### src/nibble_io_pkg.sv
// constants shared by the nibble i/o port block
// assumes a 4-bit core data bus with 7-bit data memory addresses
package nibble_io_pkg;

	localparam int unsigned NIBBLE_W  = 4;   // data memory word width
	localparam int unsigned ADDR_W    = 7;   // data memory address width
	localparam int unsigned OD_PINS   = 3;   // open-drain pins implemented
	localparam int unsigned PP_PINS   = 4;   // push-pull pins per port

	// port register offsets in data memory
	localparam logic [6:0] OPEN_DRAIN_LATCH_ADDR   = 7'h71;
	localparam logic [6:0] PUSH_PULL_ONE_LATCH_ADDR = 7'h72;
	localparam logic [6:0] PUSH_PULL_TWO_LATCH_ADDR = 7'h73;

	// field positions
	localparam int unsigned PHANTOM_BIT   = 3;  // open-drain bit 3, absent
	localparam int unsigned HALT_WAKE_BIT = 0;  // open-drain pin 0
	localparam int unsigned STOP_WAKE_BIT = 1;  // open-drain pin 1

	// values after reset
	localparam logic [3:0] LATCH_RESET   = 4'hF;  // all ones, no pull-down
	localparam logic [3:0] READ_RESET    = 4'h0;  // read data register
	localparam logic       MODE_RESET    = 1'h0;  // input mode
	localparam logic [2:0] SELECT_NONE   = 3'h0;  // no port addressed

	// input filter depth in flip-flops
	localparam int unsigned SYNC_STAGES = 3;

endpackage : nibble_io_pkg

### src/port_ctrl_if.sv
// control and status bundle between the top and one port slice
// assumes both ends sit on the same clock
interface port_ctrl_if;

	logic       wrStrobe;  // one-cycle write of the port register
	logic [3:0] wrData;    // nibble to store
	logic [3:0] pinLevel;  // filtered pin levels, unused bits zero
	logic       outMode;   // port has left input mode

	// top side drives writes and reads the status back
	modport host (
		output wrStrobe,
		output wrData,
		input  pinLevel,
		input  outMode
	);

	// port slice side
	modport port (
		input  wrStrobe,
		input  wrData,
		output pinLevel,
		output outMode
	);

endinterface : port_ctrl_if

### src/nibble_port.sv
// one nibble port: latch, sticky direction, pin drivers, input filter
// assumes pin inputs are asynchronous to clk and writes come as strobes
module nibble_port #(
	parameter int unsigned WIDTH      = 4,  // implemented pins
	parameter bit          OPEN_DRAIN = 0   // 1: drivers only pull low
) (
	input  wire logic             clk,
	input  wire logic             rst,
	port_ctrl_if.port             ctl,
	input  wire logic [WIDTH-1:0] pinIn,
	output logic      [WIDTH-1:0] pinOut,
	output logic      [WIDTH-1:0] pinOe
);

	logic [WIDTH-1:0] latch_reg, latch_next;  // port register
	logic             mode_reg, mode_next;    // 1 once in output mode
	logic [WIDTH-1:0] out_reg, out_next;      // pin output value
	logic [WIDTH-1:0] oe_reg, oe_next;        // pin output enable
	logic [WIDTH-1:0] sync1_reg;              // first stage, to sync2 only
	logic [WIDTH-1:0] sync2_reg;              // second stage
	logic [WIDTH-1:0] sync3_reg;              // third stage
	logic [WIDTH-1:0] level_reg, level_next;  // accepted pin level

	// next latch, direction and drive
	always_comb begin
		latch_next = latch_reg;
		mode_next  = mode_reg;  // never cleared but by reset
		if (ctl.wrStrobe) begin
			// upper bits beyond WIDTH are dropped
			latch_next = ctl.wrData[WIDTH-1:0];
			mode_next  = 1'b1;  // whole nibble to output
		end
		if (OPEN_DRAIN) begin
			// one floats, zero pulls low
			out_next = '0;
			oe_next  = {WIDTH{mode_next}} & ~latch_next;
		end else begin
			// push-pull drives the held latch
			out_next = latch_next;
			oe_next  = {WIDTH{mode_next}};
		end
	end

	// accept a bit only when stages two and three agree
	always_comb begin
		for (int i = 0; i < WIDTH; i++) begin
			if (sync2_reg[i] == sync3_reg[i]) begin
				level_next[i] = sync3_reg[i];
			end else begin
				level_next[i] = level_reg[i];
			end
		end
	end

	// register everything; drive changes on the write edge
	always_ff @(posedge clk) begin
		if (rst) begin
			latch_reg <= nibble_io_pkg::LATCH_RESET[WIDTH-1:0];
			mode_reg  <= nibble_io_pkg::MODE_RESET;  // inputs
			out_reg   <= '0;
			oe_reg    <= '0;
			sync1_reg <= '0;
			sync2_reg <= '0;
			sync3_reg <= '0;
			level_reg <= '0;
		end else begin
			latch_reg <= latch_next;
			mode_reg  <= mode_next;
			out_reg   <= out_next;
			oe_reg    <= oe_next;
			sync1_reg <= pinIn;
			sync2_reg <= sync1_reg;
			sync3_reg <= sync2_reg;
			level_reg <= level_next;
		end
	end

	// status back to the top, missing bits read zero
	always_comb begin
		ctl.pinLevel              = '0;
		ctl.pinLevel[WIDTH-1:0]   = level_reg;
		ctl.outMode               = mode_reg;
	end

	assign pinOut = out_reg;
	assign pinOe  = oe_reg;
endmodule : nibble_port

### src/nibble_io_ports.sv
// three nibble i/o ports on the core data memory bus
// assumes one core write or read per cycle, pins asynchronous to clk
//
// Contract
// - open-drain port of three pins
// - two push-pull four-pin ports, same behaviour
// - direction per whole port, inputs after reset
// - write 71H loads, open-drain port outputs
// - write 72H loads, first push-pull outputs
// - write 73H loads, second push-pull outputs
// - output mode holds until next reset
// - pins keep driving last written value
// - open-drain one floats, pin readable
// - reads return pin levels, latch untouched
// - open-drain bit 3 absent, reads zero
// - high on pin 0 releases halt
// - high on pin 1 releases stop
// - read-modify-write sees pin levels
module nibble_io_ports (
	input  wire logic       clk,
	input  wire logic       rst,
	input  wire logic [6:0] memAddr,
	input  wire logic       memWrEn,
	input  wire logic [3:0] memWrData,
	input  wire logic       memRdEn,
	output logic      [3:0] memRdData,
	input  wire logic       haltWakePinIn,
	output logic            haltWakePinOut,
	output logic            haltWakePinOe,
	input  wire logic       stopWakePinIn,
	output logic            stopWakePinOut,
	output logic            stopWakePinOe,
	input  wire logic       openDrainPinTwoIn,
	output logic            openDrainPinTwoOut,
	output logic            openDrainPinTwoOe,
	input  wire logic [3:0] pushPullGroupOnePinsIn,
	output logic      [3:0] pushPullGroupOnePinsOut,
	output logic      [3:0] pushPullGroupOnePinsOe,
	input  wire logic [3:0] pushPullGroupTwoPinsIn,
	output logic      [3:0] pushPullGroupTwoPinsOut,
	output logic      [3:0] pushPullGroupTwoPinsOe,
	output logic            haltRelease,
	output logic            stopRelease
);

	// one-hot port select: bit 0 open-drain, 1 and 2 push-pull
	function automatic logic [2:0] portSelect(input logic [6:0] addr);
		logic [2:0] sel;
		sel = nibble_io_pkg::SELECT_NONE;
		unique case (addr)
			nibble_io_pkg::OPEN_DRAIN_LATCH_ADDR:    sel = 3'h1;
			nibble_io_pkg::PUSH_PULL_ONE_LATCH_ADDR: sel = 3'h2;
			nibble_io_pkg::PUSH_PULL_TWO_LATCH_ADDR: sel = 3'h4;
			default:                                 sel = 3'h0;
		endcase
		return sel;
	endfunction : portSelect

	port_ctrl_if odCtl ();   // open-drain port
	port_ctrl_if ppOne ();   // first push-pull port
	port_ctrl_if ppTwo ();   // second push-pull port

	logic [2:0] wrSel;                       // write target
	logic [2:0] rdSel;                       // read target
	logic [3:0] rdData_reg, rdData_next;     // read data register
	logic       halt_reg, halt_next;         // halt release level
	logic       stop_reg, stop_next;         // stop release level
	logic [2:0] odOut;                       // open-drain drive value
	logic [2:0] odOe;                        // open-drain enables
	logic [2:0] odIn;                        // open-drain pin inputs

	// address decode for both directions
	always_comb begin
		wrSel = memWrEn ? portSelect(memAddr) : nibble_io_pkg::SELECT_NONE;
		rdSel = memRdEn ? portSelect(memAddr) : nibble_io_pkg::SELECT_NONE;
	end

	// write strobes into the three port slices
	always_comb begin
		odCtl.wrStrobe = wrSel[0];
		odCtl.wrData   = memWrData;
		ppOne.wrStrobe = wrSel[1];
		ppOne.wrData   = memWrData;
		ppTwo.wrStrobe = wrSel[2];
		ppTwo.wrData   = memWrData;
	end

	assign odIn = {openDrainPinTwoIn, stopWakePinIn, haltWakePinIn};

	// open-drain port, three pins, low or float
	nibble_port #(
		.WIDTH      (nibble_io_pkg::OD_PINS),
		.OPEN_DRAIN (1'b1)
	) odPort (
		.clk    (clk),
		.rst    (rst),
		.ctl    (odCtl),
		.pinIn  (odIn),
		.pinOut (odOut),
		.pinOe  (odOe)
	);

	// first push-pull port
	nibble_port #(
		.WIDTH      (nibble_io_pkg::PP_PINS),
		.OPEN_DRAIN (1'b0)
	) ppOnePort (
		.clk    (clk),
		.rst    (rst),
		.ctl    (ppOne),
		.pinIn  (pushPullGroupOnePinsIn),
		.pinOut (pushPullGroupOnePinsOut),
		.pinOe  (pushPullGroupOnePinsOe)
	);

	// second push-pull port
	nibble_port #(
		.WIDTH      (nibble_io_pkg::PP_PINS),
		.OPEN_DRAIN (1'b0)
	) ppTwoPort (
		.clk    (clk),
		.rst    (rst),
		.ctl    (ppTwo),
		.pinIn  (pushPullGroupTwoPinsIn),
		.pinOut (pushPullGroupTwoPinsOut),
		.pinOe  (pushPullGroupTwoPinsOe)
	);

	// split open-drain drivers onto the named pins
	assign haltWakePinOut     = odOut[nibble_io_pkg::HALT_WAKE_BIT];
	assign haltWakePinOe      = odOe[nibble_io_pkg::HALT_WAKE_BIT];
	assign stopWakePinOut     = odOut[nibble_io_pkg::STOP_WAKE_BIT];
	assign stopWakePinOe      = odOe[nibble_io_pkg::STOP_WAKE_BIT];
	assign openDrainPinTwoOut = odOut[2];
	assign openDrainPinTwoOe  = odOe[2];

	// read mux: pin levels, never the latch
	always_comb begin
		rdData_next = rdData_reg;  // hold between reads
		if (memRdEn) begin
			unique case (rdSel)
				3'h1:    rdData_next = odCtl.pinLevel;  // bit 3 zero
				3'h2:    rdData_next = ppOne.pinLevel;
				3'h4:    rdData_next = ppTwo.pinLevel;
				default: rdData_next = nibble_io_pkg::READ_RESET;
			endcase
		end
	end

	// wake levels from filtered open-drain pins 0 and 1
	always_comb begin
		halt_next = odCtl.pinLevel[nibble_io_pkg::HALT_WAKE_BIT];
		stop_next = odCtl.pinLevel[nibble_io_pkg::STOP_WAKE_BIT];
	end

	// register read data and wake levels
	always_ff @(posedge clk) begin
		if (rst) begin
			rdData_reg <= nibble_io_pkg::READ_RESET;
			halt_reg   <= 1'b0;
			stop_reg   <= 1'b0;
		end else begin
			rdData_reg <= rdData_next;
			halt_reg   <= halt_next;
			stop_reg   <= stop_next;
		end
	end

	assign memRdData   = rdData_reg;
	assign haltRelease = halt_reg;
	assign stopRelease = stop_reg;
endmodule : nibble_io_ports

### config.mk
export PLATFORM = sky130hd
export DESIGN_NAME = nibble_io_ports
export DESIGN_NICKNAME = d
export VERILOG_FILES = /design/src/nibble_io_pkg.sv /design/src/port_ctrl_if.sv /design/src/nibble_port.sv /design/src/nibble_io_ports.sv
export SDC_FILE = /design/constraint.sdc
export NUM_CORES = 1
export LEC_CHECK = 0
export ABC_CLOCK_PERIOD_IN_PS = 1800
export BUFFER_PORTS_ARGS = -buffer_cell sky130_fd_sc_hd__clkbuf_2
export CORE_AREA = 4 4 87 69
export DETAILED_ROUTE_END_ITERATION = 7
export DIE_AREA = 0 0 91 73
export GPL_TIMING_DRIVEN = 0
export PLACE_DENSITY = 0.74
export SYNTH_ARGS = -nofsm -noshare
export SYNTH_HDL_FRONTEND = slang
export SYNTH_SLANG_ARGS = --single-unit
### constraint.sdc
create_clock -name clk -period 1.8 [get_ports clk]
set_input_delay 0.36 -clock clk [delete_from_list [all_inputs] [get_ports clk]]
set_output_delay 0.36 -clock clk [all_outputs]
set_load 0.01 [all_outputs]
# After elaboration in Yosys (flattened, before gate mapping)
# Cells that the tools add are included.
[op_classes]
mul = 0
eq_ne = 17
n_div = 0
reduce_logical = 0
n_shift = 0
bitwise = 2
mux = 10
add_sub_neg = 0
n_lt_le_gt_ge = 0
[op_table]
columns = ["cell", "n"]
rows = [
  ["$eq A7 B7 Y1 const B", 3],
  ["$pmux W4 S3", 1],
  ["$eq A1 B1 Y1", 11],
  ["$mux W3", 3],
  ["$pmux W3 S3", 1],
  ["$mux W4", 2],
  ["$and A3 B3 Y3", 1],
  ["$eq A3 B1 Y1 const B", 1],
  ["$eq A3 B2 Y1 const B", 1],
  ["$eq A3 B3 Y1 const B", 1],
  ["$mux W1", 3],
  ["$not A3 Y3", 1],
]
[totals]
out_inout_bits = 28
latchBits = 0
input_bits = 26
mem_bits_ro = 0
mem_count = 0
wordCells = 63
ram_bits = 0
register_bits = 77

# Depth between registers and ports, before layout
# Gate-level depths: netlist of run 1.
[logic_depth]
word_depth = 6
mapped_depth = 5
mapped_depth_nobuf = 3

# By module
# From an unflattened synthesis of run 1, not the netlist that was laid out.
[hier_totals]
cells_unflattened = 235
hier_area_um2 = 2546.2
[by_module_without_submodules]
columns = ["mod", "area_per_inst_um2", "n_inst", "cells_per_inst"]
rows = [
  ["nibble_port at ppOnePort ...", 787.0, 2, 70],
  ["nibble_port at odPort", 629.4, 1, 60],
  ["nibble_io_ports", 342.8, 1, 35],
]

# Worst setup path after synthesis of run 1
# Ideal clock, no wire load.
[synth_timing]
path_kind = "input-to-reg"
start = "input port memAddr[2]"
end = "register odPort.oe_reg[0], in the netlist odPort.pinOe[0]"
stages = 4
required_time_ns = 1.679
setup_slack_ns = 0.213
setup_time_ns = 0.121
arrival_ns = 1.466
path_cell_list = "nand4bb_1 > buf_4 > nor4_4 > mux2_2"
[synth_via]
elab_chain_cells = 6
[synth_lines]
columns = ["element", "line_no", "source"]
rows = [
  ["from (decl)", "nibble_io_ports.sv:22", "input wire logic [6:0] memAddr,"],
  ["$eq A7 B7 Y1", "nibble_io_ports.sv:50", "unique case (addr)"],
  ["$pmux W3 S3 (*)", "nibble_io_ports.sv:50", ""],
  ["$mux W3 (*)", "nibble_io_ports.sv:74", "wrSel = memWrEn ? portSelect(memAddr) : nibble_io_pkg::SELECT_NONE;"],
  ["$mux W3", "nibble_port.sv:28", "if (ctl.wrStrobe) begin"],
  ["$not A3 Y3", "nibble_port.sv:36", "oe_next = {WIDTH{mode_next}} & ~latch_next;"],
  ["$and A3 B3 Y3 (*)", "nibble_port.sv:36", ""],
  ["to (signal assigned)", "nibble_port.sv:70", "oe_reg <= oe_next;"],
  ["to (decl)", "nibble_port.sv:18", "logic [WIDTH-1:0] oe_reg, oe_next;"],
]
# Every way passes the cells marked *; elsewhere a longest branch is shown, timed or not.
# A chain may end at the register's enable or synchronous reset.

# Final worst setup path of run 1
[layout_timing]
start = "input port rst"
end = "register ppOnePort.out_reg[3], in the netlist ppOnePort.pinOut[3]"
[layout_rtl]
columns = ["element", "line_no", "source"]
rows = [
  ["from (decl)", "nibble_io_ports.sv:21", "input wire logic rst,"],
  ["to (signal assigned)", "nibble_port.sv:69", "out_reg <= out_next;"],
  ["to (decl)", "nibble_port.sv:17", "logic [WIDTH-1:0] out_reg, out_next;"],
]
# No word-level cell between the ends.

==> out/results.tsv, run 1 <==
stage	metric	value	unit
placed_design	io_buffers	48	
layout	syn_to_final_growth	20.00	%
power_and_ir_drop	p_int	2450	µW
timing	timing.final.crit_share	83.05	%
critical_path	cp_cell_sequence	clkbuf_1 > clkbuf_1 > clkbuf_1 > a21oi_1	
power_and_ir_drop	switchingPower	721.6	µW
clocking	ctsHoldBuffers	0	
timing	skew	0.007097	ns
clocking	cts_buffer_depth	2	
routing	wl_per_cell	13.34	µm
layout	antennaDiodeCount	0	
synthesis	avgSynthCellArea	10.58	µm²
clocking	cts_buffers	9	
clocking	clkTransAtPathRegs	0.08	ns
synthesis	ys_seq_area_share	57.01	%
clocking	cts-resized-gates	0	
timing	slew_headroom	50.02	%
critical_path	slowest_stage	clkbuf_1	
critical_path	path_buf_inv	3	
critical_path	cpMostUsedCell	clkbuf_1	
synthesis	async_flop_share	0	%
power_and_ir_drop	p_clk_share	40.8	%
critical_path	arrival	1.70	ns
die	io_pins	54	
placed_design	place_ws	-0.09775	ns
die	die_area	6643	µm²
placed_design	dp_hpwl	3555	µm
global_routing	grt.total_usage	16.46	%
layout	fin_nets	336	
routing	via_per_inst	4.865	
routing	drt-total-wl	5031	µm
routing	detail-route-antenna-nets	0	
die	coreArea	5180	µm²
critical_path	r2r_end	memRdData[0]	
die	row_count	23	
layout	drive_gt1_share	27.30	%
flow_run	max_cap_viol_count	0	
global_routing	grt_pass1_vias	1735	
critical_path	crit_family	buffers and inverters	
min_path	hp-class	primary input to flip-flop	
die	die_y	73	µm
timing	tightest_slew	0.7435	ns
synthesis	yosysMostFrequentCell	dfxtp_1	
global_routing	grt_overflow_total	0	
synthesis	yosys_warnings	0	
power_and_ir_drop	combinationalPowerShare	5.1	%
power_and_ir_drop	p_leak	0.001326	µW
global_routing	grt_first_pass_wirelength	8266	µm
power_and_ir_drop	power_per_cell_area	1003	nW/µm²
timing	setup_ws	0.3051	ns
clocking	cts_tree	built	
global_routing	grt_max_degree	14	
clocking	cts_setup_buffers	0	
global_routing	antenna_found_initial	0	
critical_path	worstPathRequired	2.01	ns
synthesis	synth_top_cell_area_share	57.01	%
min_path	min_path_cells	2	
timing	finalHoldViolations	0	
clocking	cts_root_buffer	clkbuf_8	
placed_design	place.gp.congestion	0.8048	
min_path	hp-start	pushPullGroupTwoPinsIn[0]	
synthesis	synthTopCellsByCount	dfxtp_1 (75), nor2b_1 (35), mux2i_1 (19)	
power_and_ir_drop	netSwitchingFraction	22.75	%
routing	drc	0	
critical_path	r2r_slack	0.92	ns
critical_path	start_kind	primary input	
critical_path	crit_type	primary input to flip-flop	
timing	rsz0062_at_grt	false	
synthesis	ys_seq_elements	75	
critical_path	rr_worst_depth	3	
critical_path	end_kind	flip-flop	
status	status	completed	
synthesis	synthDistinctLibCells	29	
critical_path	cpPeakStageDelay	0.49	ns
routing	dr.pass1.iters	4	
clocking	cts-htree-levels	3	
synthesis	netlist_instances	249	
timing	finalMaxSlewViolations	0	
timing	worst_hold_slack	0.2135	ns
critical_path	r2r_start	ppTwoPort.ctl.pinLevel[0]	
routing	num_vias	1834	
routing	drt_iter0_markers	64	
die	die_x	91	µm
min_path	hold_end	ppTwoPort.sync1_reg[0]	
power_and_ir_drop	vdd_drop_max	0.0006234	V
clocking	insertion_delay	0.35	ns
synthesis	synthTopCellsByArea	dfxtp_1 (57%), nor2b_1 (8.3%), mux2i_1 (7.2%)	
synthesis	syn_area	2634	µm²
synthesis	synth-edff-count	0	
power_and_ir_drop	seq_power_share	54.0	%
clocking	cts_sinks	75	
die	initial_core_util	50.85	%
synthesis	synth_top_area_cell	dfxtp_1	
synthesis	synth_flop_cell	dfxtp_1	
critical_path	worst-path-max-fanout	10	
timing	post-route-min-period	1.495	ns
timing	fmax	668.9	MHz
timing	setup_viol	0	
power_and_ir_drop	power	3171	µW
-- power groups by stage --
stage	Combinational (µW)	Sequential (µW)	Clock [µW]
2_1_floorplan	93.4	1750	0
3_3_place_gp	160	1750	0
3_5_place_dp	164	1750	0
4_1_cts	166	1710	1310
5_1_grt	181	1720	1400
6_report	163	1710	1290
-- kinds of logic (layout without fill, tap and decap cells) --
group / Yosys count / after routing / share of synthesized area [%]
AOI/OAI and AO/OA: 36 / 36 / 8.408
buffers and inverters: 25 / 89 / 5.701
DFF: 75 / 75 / 57.01
muxes: 22 / 22 / 8.503
other: 1 / 3 / 0.1424
and+or+nand+nor: 90 / 90 / 20.24
-- layout make-up --
class / instances / area, µm²
Multi-Input combinational cell: 151 / 989.7
Clock inverter: 6 / 63.81
Timing Repair Buffer: 48 / 240.2
Buffer: 23 / 142.6
Clock buffer: 10 / 137.6
Sequential cell: 75 / 1501
Fill cell: 453 / 2019
Inverter: 2 / 7.507
Tap cell: 62 / 77.57
-- cell usage in the layout (no fill, tap or decap), types with 2 or more instances in the layout --
master / count
o21ai_0: 11
dfxtp_1: 75
clkinv_2: 2
o31ai_1: 2
nand4_1: 2
nor3b_1: 4
o2bb2ai_1: 3
mux2_2: 3
nor2b_1: 35
clkbuf_8: 11
nand2_1: 14
conb_1: 3
inv_1: 2
a22o_1: 4
nor2_1: 15
nand3b_1: 3
mux2i_1: 19
buf_4: 12
clkbuf_1: 9
clkinvlp_4: 2
o21ba_2: 2
nand2b_1: 10
clkbuf_2: 48
a21oi_1: 14
-- routing by layer --
metal,routed length [µm],vias to the layer above,share of wire (%),GRT usage (%)
li1,-,937,-,-
met1,2422,845,48,20.44
met2,2257,47,45,25.37
met3,303,5,6.0,7.216
met4,47,0,0.93,6.522
met5,0,-,0,0
-- worst reg2reg max path, delay by kind of cell, from the launching register on --
| family | cells | cell delay [ns] |
|---|---|---|
| flip-flops | 1 | 0.34 |
| multiplexers | 1 | 0.16 |
| AO/OA/AOI/OAI | 2 | 0.27 |
-- metrics by stage --
| step | util [%] | instances | cell area [µm²] | TNS [ns] |
|---|---|---|---|---|
| 2_1_floorplan | - | 251 | 2641 | 0 |
| 3_3_place_gp | 57.13 | 361 | 2959 | -0.1108 |
| 3_5_place_dp | 57.13 | 361 | 2959 | -0.7873 |
| 4_1_cts | 61.01 | 377 | 3161 | 0 |
| 5_1_grt | 61.01 | 377 | 3161 | 0 |
| 6_report | 61.01 | 377 | 3161 | 0 |
-- how the worst max path moves through the flow --
stage               startpoint                  end  slack, ns  cells past startpoint
finish                     rst  ppOnePort.pinOut[3]       0.31                      4
global route               rst  odPort.latch_reg[2]       0.16                      5
CTS                        rst  ppOnePort.pinOut[3]       0.27                      4
detailed placement         rst  ppOnePort.pinOut[3]       -0.1                      4
global placement    memAddr[2]      odPort.pinOe[0]      -0.04                      5
floorplan           memAddr[2]      odPort.pinOe[0]       0.21                      4
Power figures use the tool's default switching activity.
==> inputs of run 2 (changes only) <==
Settings changed: ABC_CLOCK_PERIOD_IN_PS 1800 to 1200, CORE_AREA 4 4 87 69 to 4 4 91 72, DIE_AREA 0 0 91 73 to 0 0 95 76, PLACE_DENSITY 0.74 to 0.71.
Clock period 1.8 ns to 1.2 ns, I/O delays scaled along.
==> out/results.tsv, run 2 (same netlist as run 1, synthesis figures left out) <==
stage	metric	value	unit	change
power_and_ir_drop	p_leak	0.001381	µW	+4.2%
die	die_y	76	µm	+4.1%
power_and_ir_drop	seq_power_share	54.9	%	+0.9 points
power_and_ir_drop	p_int	3611	µW	+47%
power_and_ir_drop	vdd_drop_max	0.0009776	V	+57%
layout	mostFrequentLayoutCell	dfxtp_1		
clocking	cts_root_buffer	clkbuf_8		
timing	finalMaxSlewViolations	0		unchanged
placed_design	place_inst	377		+4.4%
timing	skew	0.006325	ns	-0.0007719 ns
timing	slew_headroom	65.44	%	+15 points
power_and_ir_drop	combinationalPowerShare	5.4	%	+0.3 points
layout	syn_to_final_growth	25.56	%	
routing	drt_iter0_markers	124		+94%
power_and_ir_drop	netSwitchingFraction	22.74	%	about the same
layout	fin_nets	340		+1.2%
die	initial_core_util	46.65	%	-4.2 points
timing	post-route-min-period	1.186	ns	
clocking	cts_buffer_depth	2		unchanged
timing	rsz0062_at_grt	true		
global_routing	grt_pass1_vias	1726		-0.52%
routing	via_per_inst	4.635		-4.7%
critical_path	arrival	0.95	ns	-0.75 ns
placed_design	dp_hpwl	3526	µm	-0.81%
global_routing	grt_overflow_total	0		unchanged
layout	antennaDiodeCount	0		unchanged
timing	fmax	843.4	MHz	
critical_path	start_kind	flip-flop		
min_path	hp-start	pushPullGroupTwoPinsIn[1]		
die	row_count	24		+4.3%
min_path	min_path_cells	2		unchanged
min_path	hp-class	primary input to flip-flop		
critical_path	cp-startpoint	ppTwoPort.ctl.outMode		
routing	drt-total-wl	5061	µm	+0.60%
placed_design	place.gp.congestion	0.7531		-6.4%
routing	drc	0		unchanged
timing	finalHoldViolations	0		unchanged
global_routing	grt.total_usage	15.06	%	-1.4 points
die	die_area	7220	µm²	+8.7%
routing	wl_per_cell	12.75	µm	-4.5%
die	io_pins	54		unchanged
layout	drive_gt1_share	30.41	%	+3.1 points
timing	worst_hold_slack	0.09156	ns	-0.1219 ns
placed_design	place_area	2985	µm²	+0.89%
timing	setup_tns	0	ns	unchanged
power_and_ir_drop	power	4674	µW	+47%
timing	tightest_slew	0.5184	ns	-0.2251 ns
critical_path	r2r_start	ppTwoPort.ctl.pinLevel[2]		
clocking	cts_sinks	75		unchanged
layout	mostFrequentLayoutCells	dfxtp_1 (73), clkbuf_2 (44), nor2b_1 (35)		
routing	detail-route-antenna-nets	0		unchanged
critical_path	worst-path-max-fanout	5		-5
layout	final_cells	397		+5.3%
critical_path	worstPathRequired	0.96	ns	-1.05 ns
clocking	ctsHoldBuffers	0		unchanged
clocking	cts-htree-levels	3		unchanged
timing	timing.final.crit_share	98.80	%	
critical_path	crit_type	flip-flop to output port		
power_and_ir_drop	power_per_cell_area	1413	nW/µm²	+41%
global_routing	antenna_found_initial	0		unchanged
routing	num_vias	1840		+0.33%
routing	dr.pass1.iters	4		unchanged
global_routing	grt_first_pass_wirelength	8252	µm	-0.17%
flow_run	max_cap_viol_count	0		unchanged
global_routing	grt_max_degree	14		unchanged
clocking	cts_buffers	9		unchanged
placed_design	io_buffers	48		unchanged
power_and_ir_drop	switchingPower	1063	µW	+47%
timing	setup_viol	0		unchanged
die	die_x	95	µm	+4.4%
clocking	clkTransAtPathRegs	0.08	ns	about the same
critical_path	end_kind	output port		
die	coreArea	5645	µm²	+9.0%
power_and_ir_drop	p_clk_share	39.7	%	-1.1 points
critical_path	rr_worst_depth	3		unchanged
status	status	completed		
clocking	cts_tree	built		
layout	fin_area	3307	µm²	+4.6%
clocking	insertion_delay	0.35	ns	about the same
## run 2: path summary, 6_finish.rpt
kind	end	slack (ns)
setup / recovery	pushPullGroupTwoPinsOe[0]	0.01
hold / removal	ppTwoPort.sync1_reg[1]	0.09
setup reg to reg	memRdData[2]	0.32
hold reg to reg	odPort.sync2_reg[0]	0.44
## run 2: timing repair
action                     in CTS  in global routing
gates resized for setup        10                 24
pin swaps                       1                  2
setup endpoints to repair      35                 27
buffers inserted                3                  1
## run 2: cell type report
| type | count | area [µm²] |
|---|---|---|
| Clock inverter | 7 | 68.82 |
| Buffer | 23 | 161.4 |
| Timing Repair Buffer | 52 | 324.1 |
| Clock buffer | 9 | 123.9 |
| Inverter | 2 | 7.507 |
| Multi-Input combinational cell | 151 | 1015 |
| Fill cell | 518 | 2338 |
| Sequential cell | 75 | 1509 |
| Tap cell | 78 | 97.59 |
## run 2: per-layer routing
layer  track usage (%)  part of all wire (%)  vias to the layer above
met3             7.206                   7.0                        8
met2             21.75                    45                       51
met1             19.71                    46                      834
met5                 0                     0                        -
met4             4.899                   1.4                        0
li1                  -                     -                      947
## run 2: power by group through the flow
stage,logic (µW),registers [µW],clock network [µW]
6_report,254,2570,1850
5_1_grt,282,2570,2020
4_1_cts,253,2570,1920
3_5_place_dp,245,2630,0
3_3_place_gp,241,2630,0
2_1_floorplan,140,2630,0
## run 2: metrics by stage
stage / util, % / worst slack [ns]
CTS: 57.27 / -0.01703
global route: 58.58 / -0.02948
finish: 58.58 / 0.01439
detailed placement: 52.88 / -0.5125
global placement: 52.88 / -0.5183
floorplan: - / -0.2665
## run 2: critical path, cell delays in order, from the launching register on
cell and delay, ns:
dfxtp_4 0.36, buf_4 0.13, buf_6 0.11
